**src/pkg/laser_cfg_pkg.sv**
```systemverilog
/*
 Constants, register map and carriers for the laser DAC lookup and
 configuration register bank.
 Assumes a simple synchronous byte-wide register port driven by the
 serial interface front end, which resolves the table select itself.
*/
// Notes on behaviour
// Mask bit7 lets high warning raise interrupt
// Mask bit6 lets low warning; bits5:0 reserved
// Enabled warning flag sets interrupt status bit
// Select bit picks this or alternate mask set
// Bias lookup table 80h-C7h, defaults zero
// Mod lookup table 80h-C7h, defaults zero
// Mode resets to 0Bh, upper nibble zero
// Mode bit3 enables fast-trip comparators
// Mode bit2 makes shadowed memory volatile
// Bit1 clear: no conversions, manual DAC writes
// Bit1 set: conversions, DACs from tables
// Bit0 clear: host writes index; else automatic
// Index reads zero until first conversion
// Bias DAC high-impedance until value recalled
// Mod DAC high-impedance until value recalled
// DAC bytes refreshed from table entry
// Config bit7 software output term; bit6 unused
// Output pin is OR of terms, optionally inverted
// Config bit4 latches fast-trip flags
// Config bits3/2 select DAC full-scale range
// Config bit1 latches alarm flags
// Config bit0 latches warning flags
// Auto mode loads entry 80h plus index
// Index clamped so entry stays within C7h
package laser_cfg_pkg;
    // ----------------------------------------------------------------
    // Table numbers and offsets
    // ----------------------------------------------------------------
    localparam logic [2:0] TBL_MASKS = 3'h1;
    localparam logic [2:0] TBL_BIAS_LUT = 3'h2;
    localparam logic [2:0] TBL_MOD_LUT = 3'h3;
    localparam logic [2:0] TBL_CTRL = 3'h4;
    localparam logic [2:0] TBL_ALT_MASKS = 3'h5;
    localparam logic [7:0] OFS_MODE = 8'h80;
    localparam logic [7:0] OFS_TEMP_INDEX = 8'h81;
    localparam logic [7:0] OFS_BIAS_DAC = 8'h82;
    localparam logic [7:0] OFS_MOD_DAC = 8'h83;
    localparam logic [7:0] OFS_CONFIG = 8'h88;
    localparam logic [7:0] OFS_RSSI_WARN_MASK = 8'hFB;
    localparam logic [7:0] OFS_LUT_FIRST = 8'h80;
    localparam logic [7:0] OFS_LUT_LAST = 8'hC7;
    localparam int LUT_DEPTH = 72;
    localparam logic [7:0] INDEX_MAX = 8'h47;
    // ----------------------------------------------------------------
    // Reset values and field positions
    // ----------------------------------------------------------------
    localparam logic [7:0] MODE_RESET = 8'h0B;
    localparam logic [7:0] MODE_WR_MASK = 8'h0F;
    localparam logic [7:0] INDEX_RESET = 8'h00;
    localparam logic [7:0] CONFIG_RESET = 8'h00;
    localparam logic [7:0] CONFIG_WR_MASK = 8'hBF;
    localparam logic [7:0] MASK_RESET = 8'h00;
    localparam logic [7:0] MASK_WR_MASK = 8'hC0;
    localparam logic [7:0] LUT_RESET = 8'h00;
    localparam int MODE_FT_EN = 3;
    localparam int MODE_VOLATILE = 2;
    localparam int MODE_TEMP_CONV = 1;
    localparam int MODE_AUTO_INDEX = 0;
    localparam int CFG_SW_OUT = 7;
    localparam int CFG_INVERT = 5;
    localparam int CFG_TRIP_LATCH = 4;
    localparam int CFG_MOD_RANGE = 3;
    localparam int CFG_BIAS_RANGE = 2;
    localparam int CFG_ALARM_LATCH = 1;
    localparam int CFG_WARN_LATCH = 0;
    localparam int MASK_HI = 7;
    localparam int MASK_LO = 6;

    // Register port request from the serial front end
    typedef struct packed {
        logic wr;
        logic rd;
        logic [2:0] table_sel;
        logic [7:0] offset;
        logic [7:0] wdata;
    } reg_req_s;

    // Warning flags of the RSSI monitor channel
    typedef struct packed {
        logic high;
        logic low;
    } rssi_warn_s;
endpackage

```
**src/hw/laser_dac_lut_config_regs.sv**
```systemverilog
/*
 Register bank for mode, temperature index, DAC values, configuration,
 RSSI warning masks and the two DAC lookup tables.
 Assumes requests arrive synchronous to clk_in, one per cycle at most;
 conversion completion and temperature index come from the ADC logic.
*/
`timescale 1ns/10ps
module laser_dac_lut_config_regs (
    input wire logic clk_in,
    input wire logic rst_n_in,
    input wire laser_cfg_pkg::reg_req_s req_in,
    input wire laser_cfg_pkg::rssi_warn_s rssi_warn_in,
    input wire logic other_irq_in,
    input wire logic alt_mask_sel_in,
    input wire logic [7:0] alt_rssi_mask_in,
    input wire logic hw_in_status_in,
    input wire logic conv_done_in,
    input wire logic [7:0] conv_index_in,
    output logic [7:0] rdata_out,
    output logic rvalid_out,
    output logic module_irq_status_out,
    output logic [7:0] bias_dac_out,
    output logic bias_dac_oe_out,
    output logic [7:0] mod_dac_out,
    output logic mod_dac_oe_out,
    output logic bias_dac_range_out,
    output logic mod_dac_range_out,
    output logic gp_output_pin_out,
    output logic fast_trip_en_out,
    output logic shadow_volatile_out,
    output logic temp_conv_en_out,
    output logic trip_flag_latch_en_out,
    output logic alarm_latch_en_out,
    output logic warn_latch_en_out
);
    // ----------------------------------------------------------------
    // Helpers
    // ----------------------------------------------------------------
    function automatic logic hit(input laser_cfg_pkg::reg_req_s r,
                                 input logic [2:0] t, input logic [7:0] o);
        hit = (r.table_sel == t) && (r.offset == o);
    endfunction

    function automatic logic lut_hit(input laser_cfg_pkg::reg_req_s r,
                                     input logic [2:0] t);
        lut_hit = (r.table_sel == t) && (r.offset >= laser_cfg_pkg::OFS_LUT_FIRST)
            && (r.offset <= laser_cfg_pkg::OFS_LUT_LAST);
    endfunction

    function automatic logic [6:0] clamp_index(input logic [7:0] i);
        clamp_index = (i > laser_cfg_pkg::INDEX_MAX) ?
            laser_cfg_pkg::INDEX_MAX[6:0] : i[6:0];
    endfunction

    // ----------------------------------------------------------------
    // State
    // ----------------------------------------------------------------
    logic [7:0] mode_r, mode_nxt;
    logic [7:0] index_r, index_nxt;
    logic [7:0] bias_r, bias_nxt;
    logic [7:0] mod_r, mod_nxt;
    logic bias_oe_r, bias_oe_nxt;
    logic mod_oe_r, mod_oe_nxt;
    logic [7:0] config_r, config_nxt;
    logic [7:0] mask_r, mask_nxt;
    logic [7:0] rdata_r, rdata_nxt;
    logic rvalid_r, rvalid_nxt;
    logic irq_r, irq_nxt;
    logic gp_r, gp_nxt;
    localparam int LUT_DEPTH_L = laser_cfg_pkg::LUT_DEPTH;
    logic [7:0] bias_lut [LUT_DEPTH_L];
    logic [7:0] mod_lut [LUT_DEPTH_L];
    logic bias_lut_we;
    logic mod_lut_we;
    logic [6:0] lut_addr;
    logic [6:0] sel_addr;
    logic auto_load;
    logic [7:0] eff_mask;

    assign lut_addr = 7'(req_in.offset - laser_cfg_pkg::OFS_LUT_FIRST);
    assign sel_addr = clamp_index(index_r);
    assign auto_load = mode_r[laser_cfg_pkg::MODE_TEMP_CONV];

    // ----------------------------------------------------------------
    // Lookup tables
    // ----------------------------------------------------------------
    always_comb begin
        bias_lut_we = req_in.wr && lut_hit(req_in, laser_cfg_pkg::TBL_BIAS_LUT);
        mod_lut_we = req_in.wr && lut_hit(req_in, laser_cfg_pkg::TBL_MOD_LUT);
    end

    always_ff @(posedge clk_in or negedge rst_n_in) begin
        if (!rst_n_in) begin
            for (int i = 0; i < LUT_DEPTH_L; i++) begin
                bias_lut[i] <= laser_cfg_pkg::LUT_RESET;
                mod_lut[i] <= laser_cfg_pkg::LUT_RESET;
            end
        end else begin
            if (bias_lut_we) begin
                bias_lut[lut_addr] <= req_in.wdata;
            end
            if (mod_lut_we) begin
                mod_lut[lut_addr] <= req_in.wdata;
            end
        end
    end

    // ----------------------------------------------------------------
    // Register next state
    // ----------------------------------------------------------------
    always_comb begin
        mode_nxt = mode_r;
        index_nxt = index_r;
        bias_nxt = bias_r;
        mod_nxt = mod_r;
        bias_oe_nxt = bias_oe_r;
        mod_oe_nxt = mod_oe_r;
        config_nxt = config_r;
        mask_nxt = mask_r;
        if (req_in.wr && hit(req_in, laser_cfg_pkg::TBL_CTRL, laser_cfg_pkg::OFS_MODE)) begin
            mode_nxt = req_in.wdata & laser_cfg_pkg::MODE_WR_MASK;
        end
        if (req_in.wr && hit(req_in, laser_cfg_pkg::TBL_CTRL, laser_cfg_pkg::OFS_CONFIG)) begin
            config_nxt = req_in.wdata & laser_cfg_pkg::CONFIG_WR_MASK;
        end
        if (req_in.wr && hit(req_in, laser_cfg_pkg::TBL_MASKS,
                             laser_cfg_pkg::OFS_RSSI_WARN_MASK)) begin
            mask_nxt = req_in.wdata & laser_cfg_pkg::MASK_WR_MASK;
        end
        // Index: automatic from conversion or host in test mode
        if (mode_r[laser_cfg_pkg::MODE_AUTO_INDEX]) begin
            if (auto_load && conv_done_in) begin
                index_nxt = {1'b0, clamp_index(conv_index_in)};
            end
        end else if (req_in.wr && hit(req_in, laser_cfg_pkg::TBL_CTRL,
                                      laser_cfg_pkg::OFS_TEMP_INDEX)) begin
            index_nxt = {1'b0, clamp_index(req_in.wdata)};
        end
        // DAC values: table refresh in auto mode, host writes otherwise
        if (auto_load) begin
            if (conv_done_in || bias_oe_r) begin
                bias_nxt = bias_lut[sel_addr];
                mod_nxt = mod_lut[sel_addr];
            end
            if (conv_done_in) begin
                bias_oe_nxt = 1'b1;
                mod_oe_nxt = 1'b1;
            end
        end else begin
            if (req_in.wr && hit(req_in, laser_cfg_pkg::TBL_CTRL,
                                 laser_cfg_pkg::OFS_BIAS_DAC)) begin
                bias_nxt = req_in.wdata;
                bias_oe_nxt = 1'b1;
            end
            if (req_in.wr && hit(req_in, laser_cfg_pkg::TBL_CTRL,
                                 laser_cfg_pkg::OFS_MOD_DAC)) begin
                mod_nxt = req_in.wdata;
                mod_oe_nxt = 1'b1;
            end
        end
    end

    // ----------------------------------------------------------------
    // Read data, interrupt and pin
    // ----------------------------------------------------------------
    always_comb begin
        rdata_nxt = 8'h00;
        rvalid_nxt = req_in.rd;
        if (req_in.rd) begin
            if (hit(req_in, laser_cfg_pkg::TBL_CTRL, laser_cfg_pkg::OFS_MODE)) begin
                rdata_nxt = mode_r;
            end else if (hit(req_in, laser_cfg_pkg::TBL_CTRL,
                             laser_cfg_pkg::OFS_TEMP_INDEX)) begin
                rdata_nxt = index_r;
            end else if (hit(req_in, laser_cfg_pkg::TBL_CTRL,
                             laser_cfg_pkg::OFS_BIAS_DAC)) begin
                rdata_nxt = bias_r;
            end else if (hit(req_in, laser_cfg_pkg::TBL_CTRL,
                             laser_cfg_pkg::OFS_MOD_DAC)) begin
                rdata_nxt = mod_r;
            end else if (hit(req_in, laser_cfg_pkg::TBL_CTRL,
                             laser_cfg_pkg::OFS_CONFIG)) begin
                rdata_nxt = config_r;
            end else if (hit(req_in, laser_cfg_pkg::TBL_MASKS,
                             laser_cfg_pkg::OFS_RSSI_WARN_MASK)) begin
                rdata_nxt = mask_r;
            end else if (lut_hit(req_in, laser_cfg_pkg::TBL_BIAS_LUT)) begin
                rdata_nxt = bias_lut[lut_addr];
            end else if (lut_hit(req_in, laser_cfg_pkg::TBL_MOD_LUT)) begin
                rdata_nxt = mod_lut[lut_addr];
            end
        end
        eff_mask = alt_mask_sel_in ? alt_rssi_mask_in : mask_r;
        irq_nxt = other_irq_in
            | (eff_mask[laser_cfg_pkg::MASK_HI] & rssi_warn_in.high)
            | (eff_mask[laser_cfg_pkg::MASK_LO] & rssi_warn_in.low);
        gp_nxt = config_r[laser_cfg_pkg::CFG_INVERT]
            ^ (config_r[laser_cfg_pkg::CFG_SW_OUT] | hw_in_status_in);
    end

    // ----------------------------------------------------------------
    // Registers
    // ----------------------------------------------------------------
    always_ff @(posedge clk_in or negedge rst_n_in) begin
        if (!rst_n_in) begin
            mode_r <= laser_cfg_pkg::MODE_RESET;
            index_r <= laser_cfg_pkg::INDEX_RESET;
            bias_r <= 8'h00;
            mod_r <= 8'h00;
            bias_oe_r <= 1'b0;
            mod_oe_r <= 1'b0;
            config_r <= laser_cfg_pkg::CONFIG_RESET;
            mask_r <= laser_cfg_pkg::MASK_RESET;
            rdata_r <= 8'h00;
            rvalid_r <= 1'b0;
            irq_r <= 1'b0;
            gp_r <= 1'b0;
        end else begin
            mode_r <= mode_nxt;
            index_r <= index_nxt;
            bias_r <= bias_nxt;
            mod_r <= mod_nxt;
            bias_oe_r <= bias_oe_nxt;
            mod_oe_r <= mod_oe_nxt;
            config_r <= config_nxt;
            mask_r <= mask_nxt;
            rdata_r <= rdata_nxt;
            rvalid_r <= rvalid_nxt;
            irq_r <= irq_nxt;
            gp_r <= gp_nxt;
        end
    end

    assign rdata_out = rdata_r;
    assign rvalid_out = rvalid_r;
    assign module_irq_status_out = irq_r;
    assign bias_dac_out = bias_r;
    assign bias_dac_oe_out = bias_oe_r;
    assign mod_dac_out = mod_r;
    assign mod_dac_oe_out = mod_oe_r;
    assign bias_dac_range_out = config_r[laser_cfg_pkg::CFG_BIAS_RANGE];
    assign mod_dac_range_out = config_r[laser_cfg_pkg::CFG_MOD_RANGE];
    assign gp_output_pin_out = gp_r;
    assign fast_trip_en_out = mode_r[laser_cfg_pkg::MODE_FT_EN];
    assign shadow_volatile_out = mode_r[laser_cfg_pkg::MODE_VOLATILE];
    assign temp_conv_en_out = mode_r[laser_cfg_pkg::MODE_TEMP_CONV];
    assign trip_flag_latch_en_out = config_r[laser_cfg_pkg::CFG_TRIP_LATCH];
    assign alarm_latch_en_out = config_r[laser_cfg_pkg::CFG_ALARM_LATCH];
    assign warn_latch_en_out = config_r[laser_cfg_pkg::CFG_WARN_LATCH];
endmodule // laser_dac_lut_config_regs

```
**config.mk**
```make
export PLATFORM = sky130hd
export DESIGN_NAME = laser_dac_lut_config_regs
export DESIGN_NICKNAME = d
export VERILOG_FILES = /design/src/pkg/laser_cfg_pkg.sv /design/src/hw/laser_dac_lut_config_regs.sv
export SDC_FILE = /design/constraint.sdc
export NUM_CORES = 2
export LEC_CHECK = 0
export ABC_AREA = 1
export CAP_MARGIN = 20
export CORE_ASPECT_RATIO = 0.9
export CORE_MARGIN = 3
export CORE_UTILIZATION = 30
export CTS_CLUSTER_DIAMETER = 200
export DETAILED_ROUTE_END_ITERATION = 12
export DONT_BUFFER_PORTS = 1
export PLACE_DENSITY_LB_ADDON = 0.25
export SYNTH_ARGS = -nofsm -noshare
export SYNTH_HDL_FRONTEND = slang
export SYNTH_SLANG_ARGS = --single-unit
```
**constraint.sdc**
```tcl
create_clock -name clk_in -period 3.45 [get_ports clk_in]
set_clock_uncertainty 0.1 [all_clocks]
set_input_delay 0.1725 -clock clk_in [delete_from_list [all_inputs] [get_ports clk_in]]
set_output_delay 0.1725 -clock clk_in [all_outputs]
set_load 0.01 [all_outputs]
```
==> run summary <==
status - completed
first-pass GRT wire length - 409 mm
Avg WL per Cell - 23.8 um
Setup crit start kind - flop
die height - 447 um
Max H-tree Level - 4
clock slew at reported path FFs - 0.06 ns
Clock Latency Late Sink - 0.80 ns
Critical Path Max Stage Delay - 0.38 ns
cts bufs inserted - 137
fmax - 297 MHz
mean post-synth cell area - 7.32 sq um
Total Nets Final - 8707
sequential area share after synthesis - 46.3%
Initial Util - 30.3%
IO Count - 82
Slowest-stage cell, CP - dfrtp_1
fill count - 22689
P_leak - 32.7 nW
# DRC - 0
routed wl met2 - 115 mm
library cells used by synthesis - 47
antenna violations before repair - 3
cells along the critical path - inv_1 -> nand2_1 -> nand2_1 -> nand2_4 -> inv_8 -> buf_12 -> nand2_1 -> nand2_1 -> nand2_1 -> nand3_1 -> nand3_1 -> nand3_1 -> nand3_1 -> nand3_1 -> nand2_1 -> a21oi_1
slack of the critical path - 0.0787 ns
synthesized cell area - 0.0649 sq mm
hpwl dp - 176 mm
syn_nets - 8912
largest net degree at the start of global routing - 146
Max-slew headroom - 26.5%
Synth-to-Final Area Change - 14.1%
final critical-path share of the clock period - 97.7%
drt pass-1 iters - 6
Max Cap Violations - 0
DR vias - 63939
commonest non-fill, non-tap cell in the layout - nand2_1
WP buf/inv - 3
Clock Path Buffers - 3
Top FF cell, synth - dfrtp_1
DR vias/cell - 5.50
Crit path max-delay family - simple AND/OR/NAND/NOR gates
Iter 0 DRT Violations - 8095
Yosys warning total - 0
FF+latch count, synth - 1201
gr ovfl total - 0
post-synthesis cell count - 8867
post-synth top area share - 46.2%
worst hold stages - 3
HP Class - input port to flop
FP Rows - 161
Core ar. - 0.215 sq mm
max-slew violations - 0
Stages on worst setup path - 16
async set-or-reset flop fraction in the synthesized netlist - 100%
actual slew at the worst max-slew pin - 1.10 ns
Setup CP Type - flop to flop
critical path arrival - 3.99 ns
TritonCTS clock tree - built
Die ar. - 0.222 sq mm
Fin. Hold Viols - 0
area of the multi-input gates - 0.0300 sq mm
RSZ-0062 raised after global routing - false
Detail Route met3 WL - 28.0 mm
critical path capture point type - flop
FF+latch area - 0.0301 sq mm
Reg2Reg Depth - 16
CP most frequent cell - nand2_1
share of layout cells above drive strength 1 - 7.26%
number of setup buffers added after CTS - 0
cell taking the most area after synthesis - dfrtp_1
global placement routability congestion - 0.931
EDFF count, synth - 0
IO buf count - 0
Worst Path Max Fanout - 53
Post-Route Setup TNS - 0 ns
Met1 Routed Length - 124 mm
post-route ant nets - 0
vias in the first global route - 59193
Die Wd - 496 um
Setup violations, final - 0
WP data required - 4.07 ns
Final min period - 3.37 ns
GRT Resource Usage Total - 24.4%
Routed Wire Length - 277 mm
peak supply drop - 0.000509 V
DR top layer - met4
commonest cells after routing, fill and taps aside - nand2_1 (2611), o21ai_0 (1671), dfrtp_1 (1197)
Clock Sink Count - 1201
DP Worst Slack - 0.180 ns
P per Cell Area - 429 mW/mm^2
Root Buffer - clkbuf_16
Synth area leaders - dfrtp_1 (46%), nand2_1 (15%), o21ai_0 (13%)
==> cells by family (layout without fill, tap and decap cells) <==
group	after synthesis	count (layout)	share of synthesized area, %
compound gates	2561	2561	21.7
xor+xnor	1	1	0.0135
buf+inv	1204	1107	7.64
flops	1201	1201	46.3
simple gates	3900	3900	24.4
other cells	0	4	0
==> path summary, 6_finish.rpt <==
kind | startpoint | to | slack [ns]
min in group asynchronous | rst_n_in | mod_lut[139]$_DFFE_PN0P_ | 0.07
max in group asynchronous | rst_n_in | bias_lut[451]$_DFFE_PN0P_ | 2.24
worst max register to register | index_r[3]$_DFFE_PN0P_ | bias_dac_out[7]$_DFFE_PN0P_ | 0.08
worst min register to register | bias_lut[368]$_DFFE_PN0P_ | bias_lut[368]$_DFFE_PN0P_ | 0.38
worst min-delay path | hw_in_status_in | gp_output_pin_out$_DFF_PN0_ | 0.03
worst max-delay path | index_r[3]$_DFFE_PN0P_ | bias_dac_out[7]$_DFFE_PN0P_ | 0.08
==> synth_stat cells, drive strengths merged (2+ instances only) <==
library cell and count:
a311oi 14, nor4 3, a22oi 41, inv 495, o221ai 30, a21oi 209
nand3 531, dfrtp 1198, a31oi 2, o21a 2, o211ai 261, nor3 8
o31ai 2, a211oi 2, clkinv 6, dfstp 3, o21bai 7, buf 310
nand2 2693, o21ai 1776, o22ai 210, nand3b 11, nor2 621, clkbuf 393
nand4 31
==> power breakdown <==
group          internal [W]  switching [W]
combinational      0.000567        0.00187
sequential           0.0142       0.000105
clock               0.00866        0.00637
total                0.0234        0.00835
==> repair_timing <==
action | 4_1_cts | 5_1_grt
hold endpoints to repair | 1816 | 0
setup endpoints to repair | 0 | 4
resized for setup | 0 | 2
hold buffers | 68 | 0
==> per-layer routing <==
metal / track usage (%) / vias up
li1: - / 29128
met1: 36.0 / 31023
met2: 34.8 / 3285
met3: 5.36 / 503
met4: 8.49 / 0
met5: 0 / -
==> state kept, by name, summed over array words and instances (netlist names), 2 cells and up <==
signal        flops
mode_r            4
bias_lut        576
index_r           7
rdata_out         8
mod_dac_out       8
config_r          7
mod_lut         576
bias_dac_out      8
mask_r            2
==> metrics by stage <==
stage               std cells  hold WS, ns  total power (W)  cell area, sq um  util (%)
finish                  11626       0.0328           0.0318             74100      34.5
global route            11623      0.00510           0.0327             74100      34.5
CTS                     11622      0.00748           0.0319             74100      34.5
detailed placement      11307      -0.0128           0.0169             68900      32.1
global placement        11307      -0.0145           0.0169             68900      32.1
floorplan                8867       -0.223           0.0156             64900         -
==> tightest hold or removal path: stages <==
cell,delay [ns]
dlygate4sd3_1,0.52
nor2_1,0.05
xnor2_1,0.13
==> final cells by class <==
class | count | area share (%)
inverter | 501 | 2.62
clock buffer | 210 | 5.54
antenna | 4 | 0.0135
tap | 2852 | 4.82
multi-input combinational | 6462 | 40.5
clock inverter | 37 | 0.547
sequential | 1201 | 40.6
timing repair buffer | 359 | 5.34
No activity file was read; power rests on OpenSTA's default activity.
